$ cat config.mk
export PLATFORM = sky130hd
export DESIGN_NAME = fsr_seek
export DESIGN_NICKNAME = d
export VERILOG_FILES = /design/src/rtl/fsr_pkg.sv /design/src/rtl/fsr_seek.sv
export VERILOG_INCLUDE_DIRS = /design/src /design/src/rtl
export SDC_FILE = /design/constraint.sdc
export NUM_CORES = 1
export LEC_CHECK = 0
export ABC_AREA = 1
export ABC_CLOCK_PERIOD_IN_PS = 9100
export CAP_MARGIN = 20
export CORE_ASPECT_RATIO = 2
export CORE_MARGIN = 4
export CORE_UTILIZATION = 25
export DETAILED_ROUTE_END_ITERATION = 16
export DONT_BUFFER_PORTS = 1
export PLACE_DENSITY = 0.47
export SYNTH_ARGS = -nofsm -noshare
export SYNTH_HDL_FRONTEND = slang
export SYNTH_SLANG_ARGS = --single-unit
$ cat constraint.sdc
create_clock -name clk -period 9.1 [get_ports clk]
set_input_delay 2.73 -clock clk [delete_from_list [all_inputs] [get_ports clk]]
set_output_delay 2.73 -clock clk [all_outputs]
set_load 0.02 [all_outputs]
$ cat src/rtl/fsr_cfg.svh
// Constants for the seek, recalibrate and interrupt-status block
`ifndef FSR_CFG_SVH
`define FSR_CFG_SVH
`define FSR_CLK_HZ        100000000
`define FSR_REF_HZ        16000000
`define FSR_REF_CLK_MHZ   16
`define FSR_SYS_CLK_MHZ   100
`define FSR_TICK_US       1000
`define FSR_RECAL_LIMIT   8'd77
`define FSR_DIR_IN        1'b1
`define FSR_DIR_OUT       1'b0
`define FSR_STEP_LOW_CYC  8'd24
`define FSR_SRT_MAX       4'hf
`define FSR_HUT_UNIT      5'd16
`define FSR_HLT_UNIT      8'd2
`define FSR_IC_NORMAL     2'b00
`define FSR_IC_ABNORMAL   2'b01
`define FSR_IC_INVALID    2'b10
`define FSR_IC_READY      2'b11
`define FSR_ST0_INVALID   8'h80
`define FSR_CMD_SEEK      3'h1
`define FSR_CMD_RECAL     3'h2
`define FSR_CMD_SENSE     3'h3
`define FSR_CMD_OTHER     3'h4
`define FSR_CMD_BAD       3'h5
`endif

$ cat src/rtl/fsr_pkg.sv
// Types for the seek, recalibrate and interrupt-status block
package fsr_pkg;
   typedef struct packed {
      logic       valid;
      logic [2:0] op;
      logic [1:0] drive;
      logic [7:0] target_cylinder;
   } fsr_cmd_t;
   typedef struct packed {
      logic       request_for_master_flag;
      logic       transfer_direction_flag;
      logic       execution_phase_flag;
      logic       busy;
      logic [3:0] drive_seeking_bits;
   } fsr_msr_t;
   typedef enum logic [2:0] {
      FSR_IDLE  = 3'b001,
      FSR_PULSE = 3'b010,
      FSR_WAIT  = 3'b100
   } fsr_step_t;
endpackage

$ cat src/rtl/fsr_seek.sv
// Seek, recalibrate, timer and interrupt-status logic of a disk controller
//
// Functional notes
// - Four present-cylinder registers; only recalibrate clears one.
// - Present below target: direction high, then step pulses.
// - Present above target: direction low, then step pulses.
// - Steps spaced by step interval; match sets seek-done, ends, interrupts.
// - Per-drive seeking bit set during seek until sense-interrupt clears it.
// - Busy only while command accepted, so four drives may seek at once.
// - Slow command entry may shorten first step gap by up to 1 ms.
// - Recalibrate clears cylinder; steps outward while track-zero is low.
// - Track-zero high during recalibrate sets seek-done and ends command.
// - 77 steps without track-zero: seek-done, fault, abnormal code, end.
// - Recalibrates overlap across drives like seeks.
// - Interrupt on result phase, ready change, seek end, non-DMA transfer.
// - Non-DMA execution flag high, cleared at result; data access clears interrupt.
// - Sense-interrupt clears interrupt, reports cause in status-zero bits 7..5.
// - Unload delay code selects 16 to 240 ms in 16 ms steps.
// - Step interval code inverse: F is 1 ms, E is 2 ms, up to 16.
// - Load delay code selects 2 to 254 ms in 2 ms steps.
// - Timer intervals scale inversely with the controller reference clock.
// - No-DMA select high chooses non-DMA mode, low chooses DMA.
// - Undefined command: status zero 80 hex, no interrupt, direction and request high.
// - Missing sense-interrupt after seek end makes next command invalid.
`timescale 1ns/1ps
`include "fsr_cfg.svh"

module fsr_seek #(
   parameter int REF_MHZ = `FSR_REF_CLK_MHZ,
   parameter int SYS_MHZ = `FSR_SYS_CLK_MHZ
) (
   input  wire logic            clk,
   input  wire logic            rst,
   input  wire fsr_pkg::fsr_cmd_t cmd,
   input  wire logic [3:0]      step_interval_code,
   input  wire logic [3:0]      unload_delay_code,
   input  wire logic [6:0]      load_delay_code,
   input  wire logic            no_dma_select,
   input  wire logic            track_zero,
   input  wire logic [3:0]      drive_ready,
   input  wire logic            exec_start,
   input  wire logic            result_enter,
   input  wire logic            data_access,
   input  wire logic            head_load_start,
   input  wire logic            unload_start,
   input  wire logic            st0_read,
   output logic                 step_n,
   output logic                 direction,
   output logic [1:0]           drive_select,
   output logic                 head_loaded,
   output logic                 load_done,
   output logic                 irq,
   output logic [7:0]           status_zero,
   output logic [7:0]           present_cylinder_0,
   output fsr_pkg::fsr_msr_t    main_status
);
   import fsr_pkg::*;

   // Ticks per ms of the reference clock, scaled to our clock
   localparam int TICK_CYC = (`FSR_TICK_US * SYS_MHZ * `FSR_REF_CLK_MHZ) / REF_MHZ;
   localparam logic [16:0] TICK_LAST = 17'(TICK_CYC - 1);

   logic [16:0] tick_cnt_r;
   logic        ms_tick;
   logic [7:0]  pcn_r [4];
   logic [7:0]  ncn_r [4];
   logic [3:0]  active_r;
   logic [3:0]  recal_r;
   logic [3:0]  done_r;
   logic [1:0]  code_r [4];
   logic [7:0]  recal_cnt_r [4];
   logic [3:0]  seeking_r;
   fsr_step_t   st_r;
   logic [1:0]  cur_r;
   logic [7:0]  pulse_r;
   logic [4:0]  gap_r;
   logic [3:0]  ready_r;
   logic        ready_irq_r;
   logic        xfer_irq_r;
   logic        exec_r;
   logic        invalid_r;
   logic [7:0]  st0_r;
   logic        busy_r;
   logic        sense_pending;
   logic        ready_ok_r;
   logic        sel_ok;
   logic        cmd_bad;
   logic [1:0]  pick;
   logic        pick_ok;
   logic [8:0]  hut_r;
   logic [7:0]  hlt_r;

   ////////////////////////////////////////////////////////////////
   // Millisecond enable, referenced to a 16 MHz part clock
   always_ff @(posedge clk or posedge rst) begin
      if (rst) begin
         tick_cnt_r <= 17'h0;
      end else if (tick_cnt_r == TICK_LAST) begin
         tick_cnt_r <= 17'h0;
      end else begin
         tick_cnt_r <= tick_cnt_r + 17'h1;
      end
   end
   assign ms_tick = (tick_cnt_r == TICK_LAST);

   // An unanswered seek end poisons the next non-sense command
   assign sense_pending = (done_r != 4'h0);
   assign cmd_bad = cmd.valid && ((cmd.op == `FSR_CMD_BAD)
                    || (sense_pending && cmd.op != `FSR_CMD_SENSE));

   ////////////////////////////////////////////////////////////////
   // Per-drive positioning state
   always_ff @(posedge clk or posedge rst) begin
      if (rst) begin
         for (int i = 0; i < 4; i++) begin
            pcn_r[i]       <= 8'h0;
            ncn_r[i]       <= 8'h0;
            code_r[i]      <= `FSR_IC_NORMAL;
            recal_cnt_r[i] <= 8'h0;
         end
         active_r  <= 4'h0;
         recal_r   <= 4'h0;
         done_r    <= 4'h0;
         seeking_r <= 4'h0;
      end else begin
         // Several drives may run at once: busy drops once taken
         if (cmd.valid && !cmd_bad && cmd.op == `FSR_CMD_SEEK) begin
            ncn_r[cmd.drive]     <= cmd.target_cylinder;
            active_r[cmd.drive]  <= 1'b1;
            recal_r[cmd.drive]   <= 1'b0;
            seeking_r[cmd.drive] <= 1'b1;
         end
         if (cmd.valid && !cmd_bad && cmd.op == `FSR_CMD_RECAL) begin
            pcn_r[cmd.drive]       <= 8'h0;
            ncn_r[cmd.drive]       <= 8'h0;
            recal_cnt_r[cmd.drive] <= 8'h0;
            active_r[cmd.drive]    <= 1'b1;
            recal_r[cmd.drive]     <= 1'b1;
            seeking_r[cmd.drive]   <= 1'b1;
         end
         // Sense clears one finished drive; placed first so a drive that
         // finishes in the same cycle keeps its flag
         if (cmd.valid && cmd.op == `FSR_CMD_SENSE && !ready_irq_r && done_r != 4'h0) begin
            for (int i = 3; i >= 0; i--) begin
               if (done_r[i]) begin
                  done_r    <= done_r & ~(4'h1 << i);
                  seeking_r <= seeking_r & ~(4'h1 << i);
               end
            end
         end
         // Completion check at the start of each drive's turn
         if (st_r == FSR_IDLE && sel_ok) begin
            if (recal_r[pick] && track_zero) begin
               active_r[pick] <= 1'b0;
               done_r[pick]   <= 1'b1;
               code_r[pick]   <= `FSR_IC_NORMAL;
            end else if (recal_r[pick] && recal_cnt_r[pick] == `FSR_RECAL_LIMIT) begin
               active_r[pick] <= 1'b0;
               done_r[pick]   <= 1'b1;
               code_r[pick]   <= `FSR_IC_ABNORMAL;
            end else if (!recal_r[pick] && pcn_r[pick] == ncn_r[pick]) begin
               active_r[pick] <= 1'b0;
               done_r[pick]   <= 1'b1;
               code_r[pick]   <= `FSR_IC_NORMAL;
            end
         end
         // Cylinder follows each pulse; recalibrate only counts
         if (st_r == FSR_PULSE && pulse_r == 8'h0) begin
            if (recal_r[cur_r]) begin
               recal_cnt_r[cur_r] <= recal_cnt_r[cur_r] + 8'h1;
            end else if (direction == `FSR_DIR_IN) begin
               pcn_r[cur_r] <= pcn_r[cur_r] + 8'h1;
            end else begin
               pcn_r[cur_r] <= pcn_r[cur_r] - 8'h1;
            end
         end
      end
   end

   // Lowest-numbered active drive gets the stepper next
   always_comb begin
      pick    = 2'd0;
      pick_ok = 1'b0;
      for (int i = 3; i >= 0; i--) begin
         if (active_r[i]) begin
            pick    = 2'(i);
            pick_ok = 1'b1;
         end
      end
   end
   // Picked drive is the one already on the select lines
   assign sel_ok = pick_ok && (cur_r == pick);

   ////////////////////////////////////////////////////////////////
   // Step generator: pulse then programmed gap; gap is counted in
   // whole ms ticks, so the first gap may run short by under 1 ms
   always_ff @(posedge clk or posedge rst) begin
      if (rst) begin
         st_r      <= FSR_IDLE;
         cur_r     <= 2'd0;
         pulse_r   <= 8'h0;
         gap_r     <= 5'h0;
         direction <= `FSR_DIR_OUT;
         step_n    <= 1'b1;
      end else begin
         case (st_r)
            FSR_IDLE: begin
               // Select the drive a cycle ahead so track-zero belongs to it
               if (pick_ok && !sel_ok) begin
                  cur_r <= pick;
               end else if (sel_ok && !(recal_r[pick] && (track_zero || recal_cnt_r[pick] == `FSR_RECAL_LIMIT))
                   && !(!recal_r[pick] && pcn_r[pick] == ncn_r[pick])) begin
                  // Direction settles before the pulse goes low
                  if (!recal_r[pick] && pcn_r[pick] < ncn_r[pick]) begin
                     direction <= `FSR_DIR_IN;
                  end else begin
                     direction <= `FSR_DIR_OUT;
                  end
                  pulse_r <= `FSR_STEP_LOW_CYC;
                  st_r    <= FSR_PULSE;
               end
            end
            FSR_PULSE: begin
               step_n <= (pulse_r == 8'h0);
               if (pulse_r == 8'h0) begin
                  gap_r <= 5'(`FSR_SRT_MAX - step_interval_code) + 5'h1;
                  st_r  <= FSR_WAIT;
               end else begin
                  pulse_r <= pulse_r - 8'h1;
               end
            end
            FSR_WAIT: begin
               if (ms_tick) begin
                  if (gap_r == 5'h1) begin
                     st_r <= FSR_IDLE;
                  end
                  gap_r <= gap_r - 5'h1;
               end
            end
            default: st_r <= FSR_IDLE;
         endcase
      end
   end

   ////////////////////////////////////////////////////////////////
   // Interrupt sources and status zero
   always_ff @(posedge clk or posedge rst) begin
      if (rst) begin
         ready_r         <= 4'h0;
         ready_irq_r     <= 1'b0;
         xfer_irq_r      <= 1'b0;
         exec_r          <= 1'b0;
         invalid_r       <= 1'b0;
         st0_r           <= 8'h0;
         busy_r          <= 1'b0;
         ready_ok_r      <= 1'b0;
      end else begin
         ready_r <= drive_ready;
         ready_ok_r <= 1'b1;
         busy_r  <= cmd.valid;
         if (exec_start && no_dma_select) begin
            exec_r <= 1'b1;
         end else if (result_enter) begin
            exec_r <= 1'b0;
         end
         // Result entry wins over a clearing access; a pending non-DMA transfer cause does not
         if (result_enter || (exec_r && no_dma_select && !data_access)) begin
            xfer_irq_r <= 1'b1;
         end else if (data_access) begin
            xfer_irq_r <= 1'b0;
         end
         // No false change right after reset: wait for a held sample
         if (ready_ok_r && ready_r != drive_ready) begin
            ready_irq_r <= 1'b1;
         end else if (cmd.valid && cmd.op == `FSR_CMD_SENSE) begin
            ready_irq_r <= 1'b0;
         end
         if (cmd_bad) begin
            st0_r     <= `FSR_ST0_INVALID;
            invalid_r <= 1'b1;
         end else if (cmd.valid && cmd.op == `FSR_CMD_SENSE) begin
            if (ready_irq_r) begin
               st0_r <= {`FSR_IC_READY, 1'b0, 5'h0};
            end else begin
               for (int i = 3; i >= 0; i--) begin
                  if (done_r[i]) begin
                     st0_r <= {code_r[i], 1'b1, code_r[i] == `FSR_IC_ABNORMAL, 2'h0, 2'(i)};
                  end
               end
            end
         end
         // A fresh refusal wins over the read that clears the last one
         if (st0_read && !cmd_bad) begin
            invalid_r <= 1'b0;
         end
      end
   end

   ////////////////////////////////////////////////////////////////
   // Head unload and head load timers in ms ticks
   always_ff @(posedge clk or posedge rst) begin
      if (rst) begin
         hut_r       <= 9'h0;
         hlt_r       <= 8'h0;
         head_loaded <= 1'b0;
         load_done   <= 1'b0;
      end else begin
         if (head_load_start) begin
            head_loaded <= 1'b1;
            // Spare tick: a partial first ms must never make the load short
            hlt_r       <= 8'(load_delay_code) * `FSR_HLT_UNIT + 8'h1;
            load_done   <= 1'b0;
         end else if (ms_tick && hlt_r != 8'h0) begin
            hlt_r <= hlt_r - 8'h1;
         end else if (head_loaded && hlt_r == 8'h0) begin
            load_done <= 1'b1;
         end
         if (unload_start) begin
            hut_r <= 9'(unload_delay_code) * 9'(`FSR_HUT_UNIT);
         end else if (ms_tick && hut_r != 9'h0) begin
            hut_r <= hut_r - 9'h1;
            if (hut_r == 9'h1) begin
               head_loaded <= 1'b0;
            end
         end
      end
   end

   // Invalid command never interrupts; only real events do
   assign irq = xfer_irq_r || ready_irq_r || (done_r != 4'h0);
   assign status_zero        = st0_r;
   assign present_cylinder_0 = pcn_r[0];
   assign drive_select       = cur_r;
   assign main_status.request_for_master_flag = !busy_r || invalid_r;
   assign main_status.transfer_direction_flag = invalid_r;
   assign main_status.execution_phase_flag    = exec_r;
   assign main_status.busy                    = busy_r || invalid_r;
   assign main_status.drive_seeking_bits      = seeking_r;
endmodule

==> results.yml, run 1 <==
layout:
  drive_above_1_share_pct: 7.34
  synthToLayoutAreaGrowth_pct: 10.5
  layout_common_cells: "nand2_1, dfrtp_1, nor2_1"
  final_area_mm2: 0.0116
  stdcell_count: 1889
  layout.nets: 1399
  final_common_cell: "nand2_1"
  num_antenna_cells: 0
critical_path:
  endpoint_kind: "output pin"
  start_kind: "flop"
  critPathKind: "reg2out"
  cp_max_fo: 7
  arrival_ns: 1.61
  r2r_cells: 16
  required_ns: 6.37
synthesis:
  synth-compound-area-share_pct: 13.9
  synth-edff-count: 0
  avgSynthCellArea_um2: 7.82
  synth_cell_types: 59
  synth-simple-area-share_pct: 27.0
  ys_ff_latch: 192
  synth_area_mm2: 0.0105
  ys_seq_area_share_pct: 45.6
  synth_top_family_by_area: "simple AND/OR/NAND/NOR gates"
  synthXorXnorAreaFrac_pct: 2.07
  async_flop_share_pct: 100
  synthAdderAreaFrac_pct: 2.38
  postSynthCellCount: 1347
  muxShareOfSynthArea_pct: 0
  ys.flop_type: "dfrtp_1"
  ys_warn_count: 0
power_and_ir_drop:
  clockPowerShare_pct: 23.6
  intPower_mw: 1.81
  pwr-share-comb_pct: 40.9
  powerDensity_mw_per_mm2: 288
  switching_share_pct: 46.2
  p_leak_nw: 5.66
  p_sw_mw: 1.55
  ir_worst_vdd_v: 0.000150
  p_seq_share_pct: 35.4
global_route:
  overflow: 0
  track_usage_pct: 15.0
  grt_max_degree: 127
  antenna_found_initial: 0
  grt_pass1_wl_mm: 53.5
  grt_pass1_vias: 9481
floorplan:
  dieArea_mm2: 0.0457
  dieWidth_um: 153
  pin_count: 74
  rows: 106
  die_h_um: 298
  coreArea_mm2: 0.0418
  start_util_pct: 25.2
worst_hold_path:
  hold_class: "reg2reg"
  holdPathStages: 1
placement:
  pre_cts_slack_ns: 4.25
  place_inst: 1857
  placed_cell_area_mm2: 0.0110
  dp_hpwl_mm: 25.9
  io_buffers: 0
  gp_congestion: 0.864
sta:
  tns_ns: 0
  tightestPinTransition_ns: 1.13
  fin_crit_ns: 4.34
  clock.fmax_ghz: 0.230
  relSlewSlack_pct: 24.2
  period_share_pct: 47.7
  setup_ws_ns: 4.76
  slew_viol_final: 0
  whs_ns: 0.476
  finalClockSkew_ns: 0.0187
  rsz0062_at_grt: "false"
  hold_viol: 0
  setup_viol: 0
drt:
  drc: 0
  first_pass_iters: 6
  first_iter_violations: 488
  antenna_left: 0
  wirelength_mm: 34.2
  vias_per_cell: 4.83
  wl_per_cell_um: 18.1
  vias: 9123
cts:
  ctsHtreeMaxLevel: 4
  clk_latency_ns: 0.46
  cts_tree: "built"
  cts_made_buffers: 17
  cts.sinks: 192
  root_buffer: "clkbuf_16"
  cts_setup_buffers: 0
  cts_hold_buf: 0
  cts-resized-gates: 0
  clk_pin_slew_ns: 0.08
  clock_path_buffers: 2
flow_run:
  maxCapViolCount: 0
status:
  status: "complete, no violations"
==> cell families (layout without fill, tap and decap cells) <==
family	Yosys count	after routing
AOI/OAI and AO/OA	242	242
other	2	3
and+or+nand+nor	640	640
xor gates and xnor gates	24	24
adders and majority gates	20	20
buffers and inverters	227	228
DFF	192	192
==> registers in the layout, indices dropped and copies added (netlist names), 5 cells and up, named ones only <==
signal,cells
hut_r,9
gap_r,5
tick_cnt_r,17
status_zero,6
pulse_r,8
present_cylinder_0,8
ncn_r,32
recal_cnt_r,32
hlt_r,8
pcn_r,24
==> per-layer routing <==
metal	GRT usage, %	routed length, um	vias to the layer above
li1	-	-	4412
met1	14.4	11900	4446
met2	29.6	19500	190
met3	2.44	1030	75
met4	8.39	1770	0
met5	0	0	-
==> per-stage QoR <==
step                power, mW  utilization (%)
finish                   3.35             27.9
detailed placement       2.58             26.4
floorplan                2.18                -
global placement         2.56             26.4
global route             3.59             27.9
CTS                      3.38             27.9
==> synthesized netlist by cell type, types with 7 or more instances <==
master | number | area share, %
ha_1 | 20 | 2.4
inv_2 | 12 | 0.43
nand2_1 | 245 | 8.7
a221oi_1 | 9 | 0.75
nand4_1 | 19 | 1.1
a21oi_1 | 28 | 1.3
nand3b_1 | 7 | 0.50
a22oi_1 | 10 | 0.71
nand2_2 | 13 | 0.77
buf_4 | 14 | 1.0
inv_1 | 173 | 6.2
o22ai_1 | 31 | 1.8
dfrtp_1 | 190 | 45
o21ai_0 | 116 | 5.5
xor2_1 | 18 | 1.5
clkbuf_1 | 13 | 0.46
nor3_1 | 20 | 0.95
nand3_2 | 7 | 0.67
o21ai_1 | 8 | 0.38
nor2_2 | 7 | 0.42
nand3_1 | 112 | 5.3
nor2_1 | 187 | 6.7
==> power groups by stage <==
| stage | Sequential, mW | Combinational, mW | Clock (mW) |
|---|---|---|---|
| after floorplan | 1.13 | 1.05 | 0 |
| after global placement | 1.20 | 1.36 | 0 |
| after detailed placement | 1.21 | 1.37 | 0 |
| after CTS | 1.19 | 1.38 | 0.816 |
| after global routing | 1.21 | 1.54 | 0.845 |
| final | 1.19 | 1.37 | 0.793 |
==> critical path: stages, from the launching register on <==
cell	delay, ns
dfrtp_1	0.48
nor2_2	0.22
nand2_1	0.12
inv_1	0.16
nand2_1	0.18
==> final cells by class <==
cell class,instances,area (um^2)
fillers,4559,30100
multi-input cells,929,4790
flip-flops and latches,192,4810
well taps,540,676
clock inverters,14,176
inverters,192,731
repair buffers,4,30.0
clock buffers,18,429
==> final timing paths <==
check | start | to | slack (ns)
max in group asynchronous | rst | recal_cnt_r[17]$_DFF_PP0_ | 5.21
worst max register to register | active_r[1]$_DFF_PP0_ | pulse_r[1]$_DFFE_PP0P_ | 5.12
min in group asynchronous | rst | ncn_r[0]$_DFF_PP0_ | 2.27
worst min register to register | hlt_r[0]$_DFFE_PP0P_ | hlt_r[0]$_DFFE_PP0P_ | 0.48
worst max-delay path | done_r[0]$_DFF_PP0_ | irq | 4.76
worst min-delay path | hlt_r[0]$_DFFE_PP0P_ | hlt_r[0]$_DFFE_PP0P_ | 0.48
Note: power is estimated with default switching activity, not from simulation.
==> inputs of run 2 (changes only) <==
ABC_CLOCK_PERIOD_IN_PS = 4500   (was 9100)
clock period = 4.5 ns   (was 9.1 ns; I/O delays follow)
==> results.yml, run 2 (synthesis gave the netlist of run 1 again) <==
critical_path:
  arrival_ns: 3.66
  path_cells: "nor2_1, nand2_1, nand2_2, inv_1, buf_4, a221oi_1, ha_1, nand4_1, nor3_1, nand2_1, nand2_1, inv_1, nand3_2, nand2_4, nand2_2, nand2_1, nand2_1"
  slowest_delay_ns: 0.41
  endpoint_kind: "flop"
  crit_top_cell: "nand2_1"
  cp_max_fo: 10
  critPathKind: "reg2reg"
  start_kind: "flop"
  cp_slowest_cell: "dfrtp_1"
  ff2ff_setup_slack_ns: 1.18
  required_ns: 4.84
sta:
  clock.fmax_ghz: 0.301
  rsz0062_at_grt: "false"
  tightestPinTransition_ns: 0.973
  slew_viol_final: 0
  setup_ws_ns: 1.18
  finalClockSkew_ns: 0.0163
  fin_crit_ns: 3.32
  hold_viol: 0
  relSlewSlack_pct: 35.0
  setup_viol: 0
  period_share_pct: 73.8
  tns_ns: 0
drt:
  route.met3.wl_mm: 1.27
  highest_layer: "met4"
  vias: 9201
  wl_per_cell_um: 18.3
  wirelength_mm: 34.7
  met1_length_mm: 12.2
  first_iter_violations: 459
  wl_met2_mm: 19.3
  drc: 0
  vias_per_cell: 4.84
  first_pass_iters: 5
  antenna_left: 0
layout:
  layout_common_cells: "nand2_1, dfrtp_1, nor2_1"
  num_antenna_cells: 0
  synthToLayoutAreaGrowth_pct: 11.6
  filler_cell_count: 4533
  final_common_cell: "nand2_1"
  multi_input_area_mm2: 0.00479
  layout.nets: 1412
  regArea_mm2: 0.00481
  final_util_pct: 28.1
  drive_above_1_share_pct: 8.22
  reg_top3: "ncn_r x32, recal_cnt_r x32, pcn_r x24"
power_and_ir_drop:
  powerDensity_mw_per_mm2: 578
  ir_worst_vdd_v: 0.000276
  power_mw: 6.80
  p_leak_nw: 5.72
placement:
  dp_hpwl_mm: 26.6
  gp_congestion: 0.892
  io_buffers: 0
  pre_cts_slack_ns: 0.888
cts:
  clk_latency_ns: 0.46
  cts.sinks: 192
  cts-resized-gates: 0
  cts_setup_buffers: 0
  ctsHtreeMaxLevel: 4
  clock_path_buffers: 2
  cts_tree: "built"
  cts_made_buffers: 17
  clk_pin_slew_ns: 0.08
  root_buffer: "clkbuf_16"
  cts_hold_buf: 0
floorplan:
  start_util_pct: 25.2
  dieArea_mm2: 0.0457
  dieWidth_um: 153
  rows: 106
  pin_count: 74
  coreArea_mm2: 0.0418
  die_h_um: 298
global_route:
  track_usage_pct: 15.3
  grt_pass1_wl_mm: 54.3
  overflow: 0
  antenna_found_initial: 0
  grt_max_degree: 83
  grt_pass1_vias: 9632
flow_run:
  maxCapViolCount: 0
worst_hold_path:
  hold_class: "reg2reg"
status:
  status: "complete, no violations"
-- run 2: worst paths after layout --
path	endpoint	start	depth (start not counted)
max	pulse_r[1]$_DFFE_PP0P_	active_r[1]$_DFF_PP0_	17
min	tick_cnt_r[0]$_DFF_PP0_	tick_cnt_r[0]$_DFF_PP0_	1
max reg2reg	pulse_r[1]$_DFFE_PP0P_	active_r[1]$_DFF_PP0_	17
min reg2reg	tick_cnt_r[0]$_DFF_PP0_	tick_cnt_r[0]$_DFF_PP0_	1
max in group asynchronous	ncn_r[6]$_DFF_PP0_	rst	2
min in group asynchronous	pcn_r[22]$_DFF_PP0_	rst	1
-- run 2: layout make-up --
cell class	instances	area share, %
Sequential cell	192	40.9
Multi-Input combinational cell	929	40.8
Inverter	192	6.18
Tap cell	540	5.75
Clock buffer	18	3.65
Clock inverter	14	1.45
Timing Repair Buffer	17	1.30
-- run 2: routing by layer --
layer | up-vias | GRT usage (%)
met3 | 89 | 2.67
met4 | 0 | 9.05
met2 | 201 | 29.7
met5 | - | 0
met1 | 4467 | 14.5
li1 | 4444 | -
-- run 2: critical path: cells and delay by family (launching register included) --
family	cells	cell delay [ns]
DFF	1	0.41
AOI/OAI and AO/OA	1	0.35
adders and majority gates	1	0.31
and+or+nand+nor	12	1.61
buffers and inverters	3	0.50
-- run 2: power by group --
group / total, mW / switching, mW / internal, mW / leakage, nW
clock network: 1.55 / 0.802 / 0.748 / 0.282
logic: 2.84 / 1.95 / 0.890 / 3.18
registers: 2.41 / 0.374 / 2.03 / 2.25
-- run 2: through the flow --
| stage | cells | area (um^2) | hold slack (ns) |
|---|---|---|---|
| 2_1_floorplan | 1348 | 10500 | 0.440 |
| 3_3_place_gp | 1870 | 11200 | 0.461 |
| 3_5_place_dp | 1870 | 11200 | 0.472 |
| 4_1_cts | 1902 | 11800 | 0.488 |
| 5_1_grt | 1902 | 11800 | 0.523 |
| 6_report | 1902 | 11800 | 0.490 |
==> inputs of run 3 (changes only) <==
ABC_AREA = 0   (was 1)
ABC_CLOCK_PERIOD_IN_PS = 2800   (was 4500)
PLACE_DENSITY = 0.49   (was 0.47)
clock period = 2.8 ns   (was 4.5 ns; I/O delays follow)
==> results.yml, run 3 <==
cts:
  clk_latency_ns: 0.46
  cts.sinks: 192
  clock_path_buffers: 2
  cts_made_buffers: 17
  clk_pin_slew_ns: 0.08
  ctsHtreeMaxLevel: 4
  cts_tree: "built"
  root_buffer: "clkbuf_16"
drt:
  first_pass_iters: 5
  wirelength_mm: 32.7
  vias: 7913
  wl_per_cell_um: 20.6
  vias_per_cell: 4.98
  antenna_left: 0
  drc: 0
  first_iter_violations: 439
floorplan:
  pin_count: 74
  coreArea_mm2: 0.0397
  dieArea_mm2: 0.0437
  die_h_um: 292
  dieWidth_um: 150
  rows: 103
  start_util_pct: 25.3
critical_path:
  cp_max_fo: 7
  start_kind: "flop"
  slowest_delay_ns: 0.54
  path_cells: "or4b_4, buf_6, o22a_1, o221ai_1, ha_4, nand4_1, nor2_2, mux2_4, nor3_4, clkbuf_16, nand2b_1"
  endpoint_kind: "flop"
  arrival_ns: 3.22
  critPathKind: "reg2reg"
  required_ns: 3.20
  cp_slowest_cell: "or4b_4"
  cp.depth: 11
  r2r_cells: 11
  crit_family: "simple AND/OR/NAND/NOR gates"
  crit_buf_inv: 2
placement:
  gp_congestion: 0.879
  dp_hpwl_mm: 24.7
  io_buffers: 0
  place_inst: 1545
  pre_cts_slack_ns: -0.261
layout:
  synthToLayoutAreaGrowth_pct: 18.6
  num_antenna_cells: 0
  regArea_mm2: 0.00481
  drive_above_1_share_pct: 18.2
  multi_input_area_mm2: 0.00498
  layout_common_cells: "dfrtp_1, nor2_1, nand2_1"
  layout.nets: 1114
  stdcell_count: 1589
  final_common_cell: "dfrtp_1"
  filler_cell_count: 4185
  reg_top3: "ncn_r x32, recal_cnt_r x32, pcn_r x24"
  final_util_pct: 30.1
synthesis:
  ys.flop_type: "dfrtp_1"
  yosysMostFrequentCell: "dfrtp_1"
  ys_seq_area_share_pct: 47.8
  synth_cell_types: 81
  synth_area_mm2: 0.0101
  synth-edff-count: 0
  avgSynthCellArea_um2: 9.98
  ys_warn_count: 0
  synth_top_area_share_pct: 47.3
  yosysTopAreaCell: "dfrtp_1"
  synthTopCellsByCount: "dfrtp_1, nor2_1, nand2_1"
  synthTopCellsByArea: "dfrtp_1, o21ai_0, mux2i_1, nor2_1, mux4_2"
  ys_ff_latch: 192
  postSynthCellCount: 1008
  async_flop_share_pct: 100
power_and_ir_drop:
  switching_share_pct: 40.2
  p_seq_share_pct: 35.9
  p_leak_nw: 5.05
  pwr-share-comb_pct: 40.2
  intPower_mw: 6.53
  p_sw_mw: 4.40
  ir_worst_vdd_v: 0.000470
  clockPowerShare_pct: 23.9
  powerDensity_mw_per_mm2: 916
status:
  violations: "setup timing"
  status: "finished with violations"
sta:
  setup_viol: 8
  finalClockSkew_ns: 0.0175
  clock.fmax_ghz: 0.354
  fin_crit_ns: 2.82
  setup_ws_ns: -0.0216
  period_share_pct: 101
  rsz0062_at_grt: "true"
  slew_viol_final: 0
  relSlewSlack_pct: 43.1
  hold_viol: 0
  tightestPinTransition_ns: 0.843
worst_hold_path:
  hold_class: "in2async"
flow_run:
  maxCapViolCount: 0
global_route:
  grt_pass1_wl_mm: 49.9
  grt_pass1_vias: 8280
  grt_use_met1_pct: 13.9
  grt.busiest_layer: "met2"
  track_usage_pct: 15.2
  grt_max_degree: 102
  antenna_found_initial: 0
  overflow: 0
  use_met3_pct: 2.98
  use_met2_pct: 30.2
[run 3: cell types whose count changed after synthesis, sizes merged, moves of 10 or more]
cell / delta
buf: +12
clkbuf: +16
inv: -156
mux2i: +37
mux4: +16
nand2: -170
nand2b: +10
nand3: -83
nor2: -97
nor2b: +14
o21ai: -19
o22ai: -26
or3: +14
xnor2: +18
[run 3: per-stage QoR]
step / hold WS (ns) / total power, mW / cell area [um^2] / setup TNS, ns
6_report: 0.386 / 10.9 / 11900 / -0.0770
5_1_grt: 0.377 / 11.6 / 11900 / -1.42
4_1_cts: 0.380 / 10.7 / 11700 / 0
3_5_place_dp: 0.455 / 7.97 / 11000 / -5.21
3_3_place_gp: 0.451 / 7.94 / 11000 / -4.65
2_1_floorplan: 0.443 / 6.40 / 10100 / -97.81
[run 3: cells by family (layout without fill, tap and decap cells)]
| group | count (synthesis) | in the layout | share of synthesized area, % |
|---|---|---|---|
| flip-flops | 192 | 192 | 47.8 |
| multiplexers | 56 | 56 | 7.64 |
| buffers and inverters | 93 | 148 | 4.49 |
| XOR/XNOR | 50 | 50 | 4.35 |
| AO/OA/AOI/OAI | 217 | 217 | 13.6 |
| adder cells (fa/ha/maj) | 20 | 20 | 2.49 |
| AND/OR/NAND/NOR | 378 | 378 | 19.5 |
| other | 2 | 3 | 0.0747 |
[run 3: metal layers]
metal  vias up  wire length [um]
met5         -                 0
met4         0              1820
met3        59              1250
met2       189             19100
met1      3971             10500
li1       3694                 -
[run 3: path summary, 6_finish.rpt]
kind                                       startpoint                       to  slack [ns]
worst max-delay path            active_r[1]$_DFF_PP0_   pulse_r[4]$_DFFE_PP0P_       -0.02
worst min-delay path                              rst     ready_r[0]$_DFF_PP0_        0.39
worst max register to register  active_r[1]$_DFF_PP0_   pulse_r[4]$_DFFE_PP0P_       -0.02
worst min register to register   ready_ok_r$_DFF_PP0_  ready_irq_r$_DFFE_PP0P_        0.47
max in group asynchronous                         rst     gap_r[1]$_DFFE_PP0P_        1.87
min in group clk                              cmd[13]         busy_r$_DFF_PP0_        0.40
[run 3: power groups by stage]
stage | combinational, mW | sequential [mW] | clock (mW)
global route | 4.85 | 3.97 | 2.80
finish | 4.39 | 3.92 | 2.61
floorplan | 2.78 | 3.63 | 0
CTS | 4.07 | 3.91 | 2.70
global placement | 3.98 | 3.96 | 0
detailed placement | 4.01 | 3.96 | 0
[run 3: cell type report]
| type | count | share of cell area (%) |
|---|---|---|
| multi-input combinational | 724 | 41.8 |
| sequential | 192 | 40.3 |
| timing repair buffer | 86 | 6.18 |
| tap | 525 | 5.51 |
| clock buffer | 18 | 3.60 |
| clock inverter | 14 | 1.64 |
| inverter | 30 | 0.975 |
[run 3: repair_timing]
action / in CTS / in global routing
setup buffers: 1 / 10
pin swaps: 0 / 5
gates resized for setup: 13 / 26
cloned: 0 / 1
setup endpoints to repair: 28 / 37
hold buffers: 0 / 0
[run 3: worst reg2reg max path, delay by kind of cell, from the launching register on]
kind | cells | cell delay, ns
buf+inv | 2 | 0.37
simple gates | 5 | 1.07
compound gates | 2 | 0.33
fa+ha+maj | 1 | 0.26
flops | 1 | 0.45
mux | 1 | 0.30
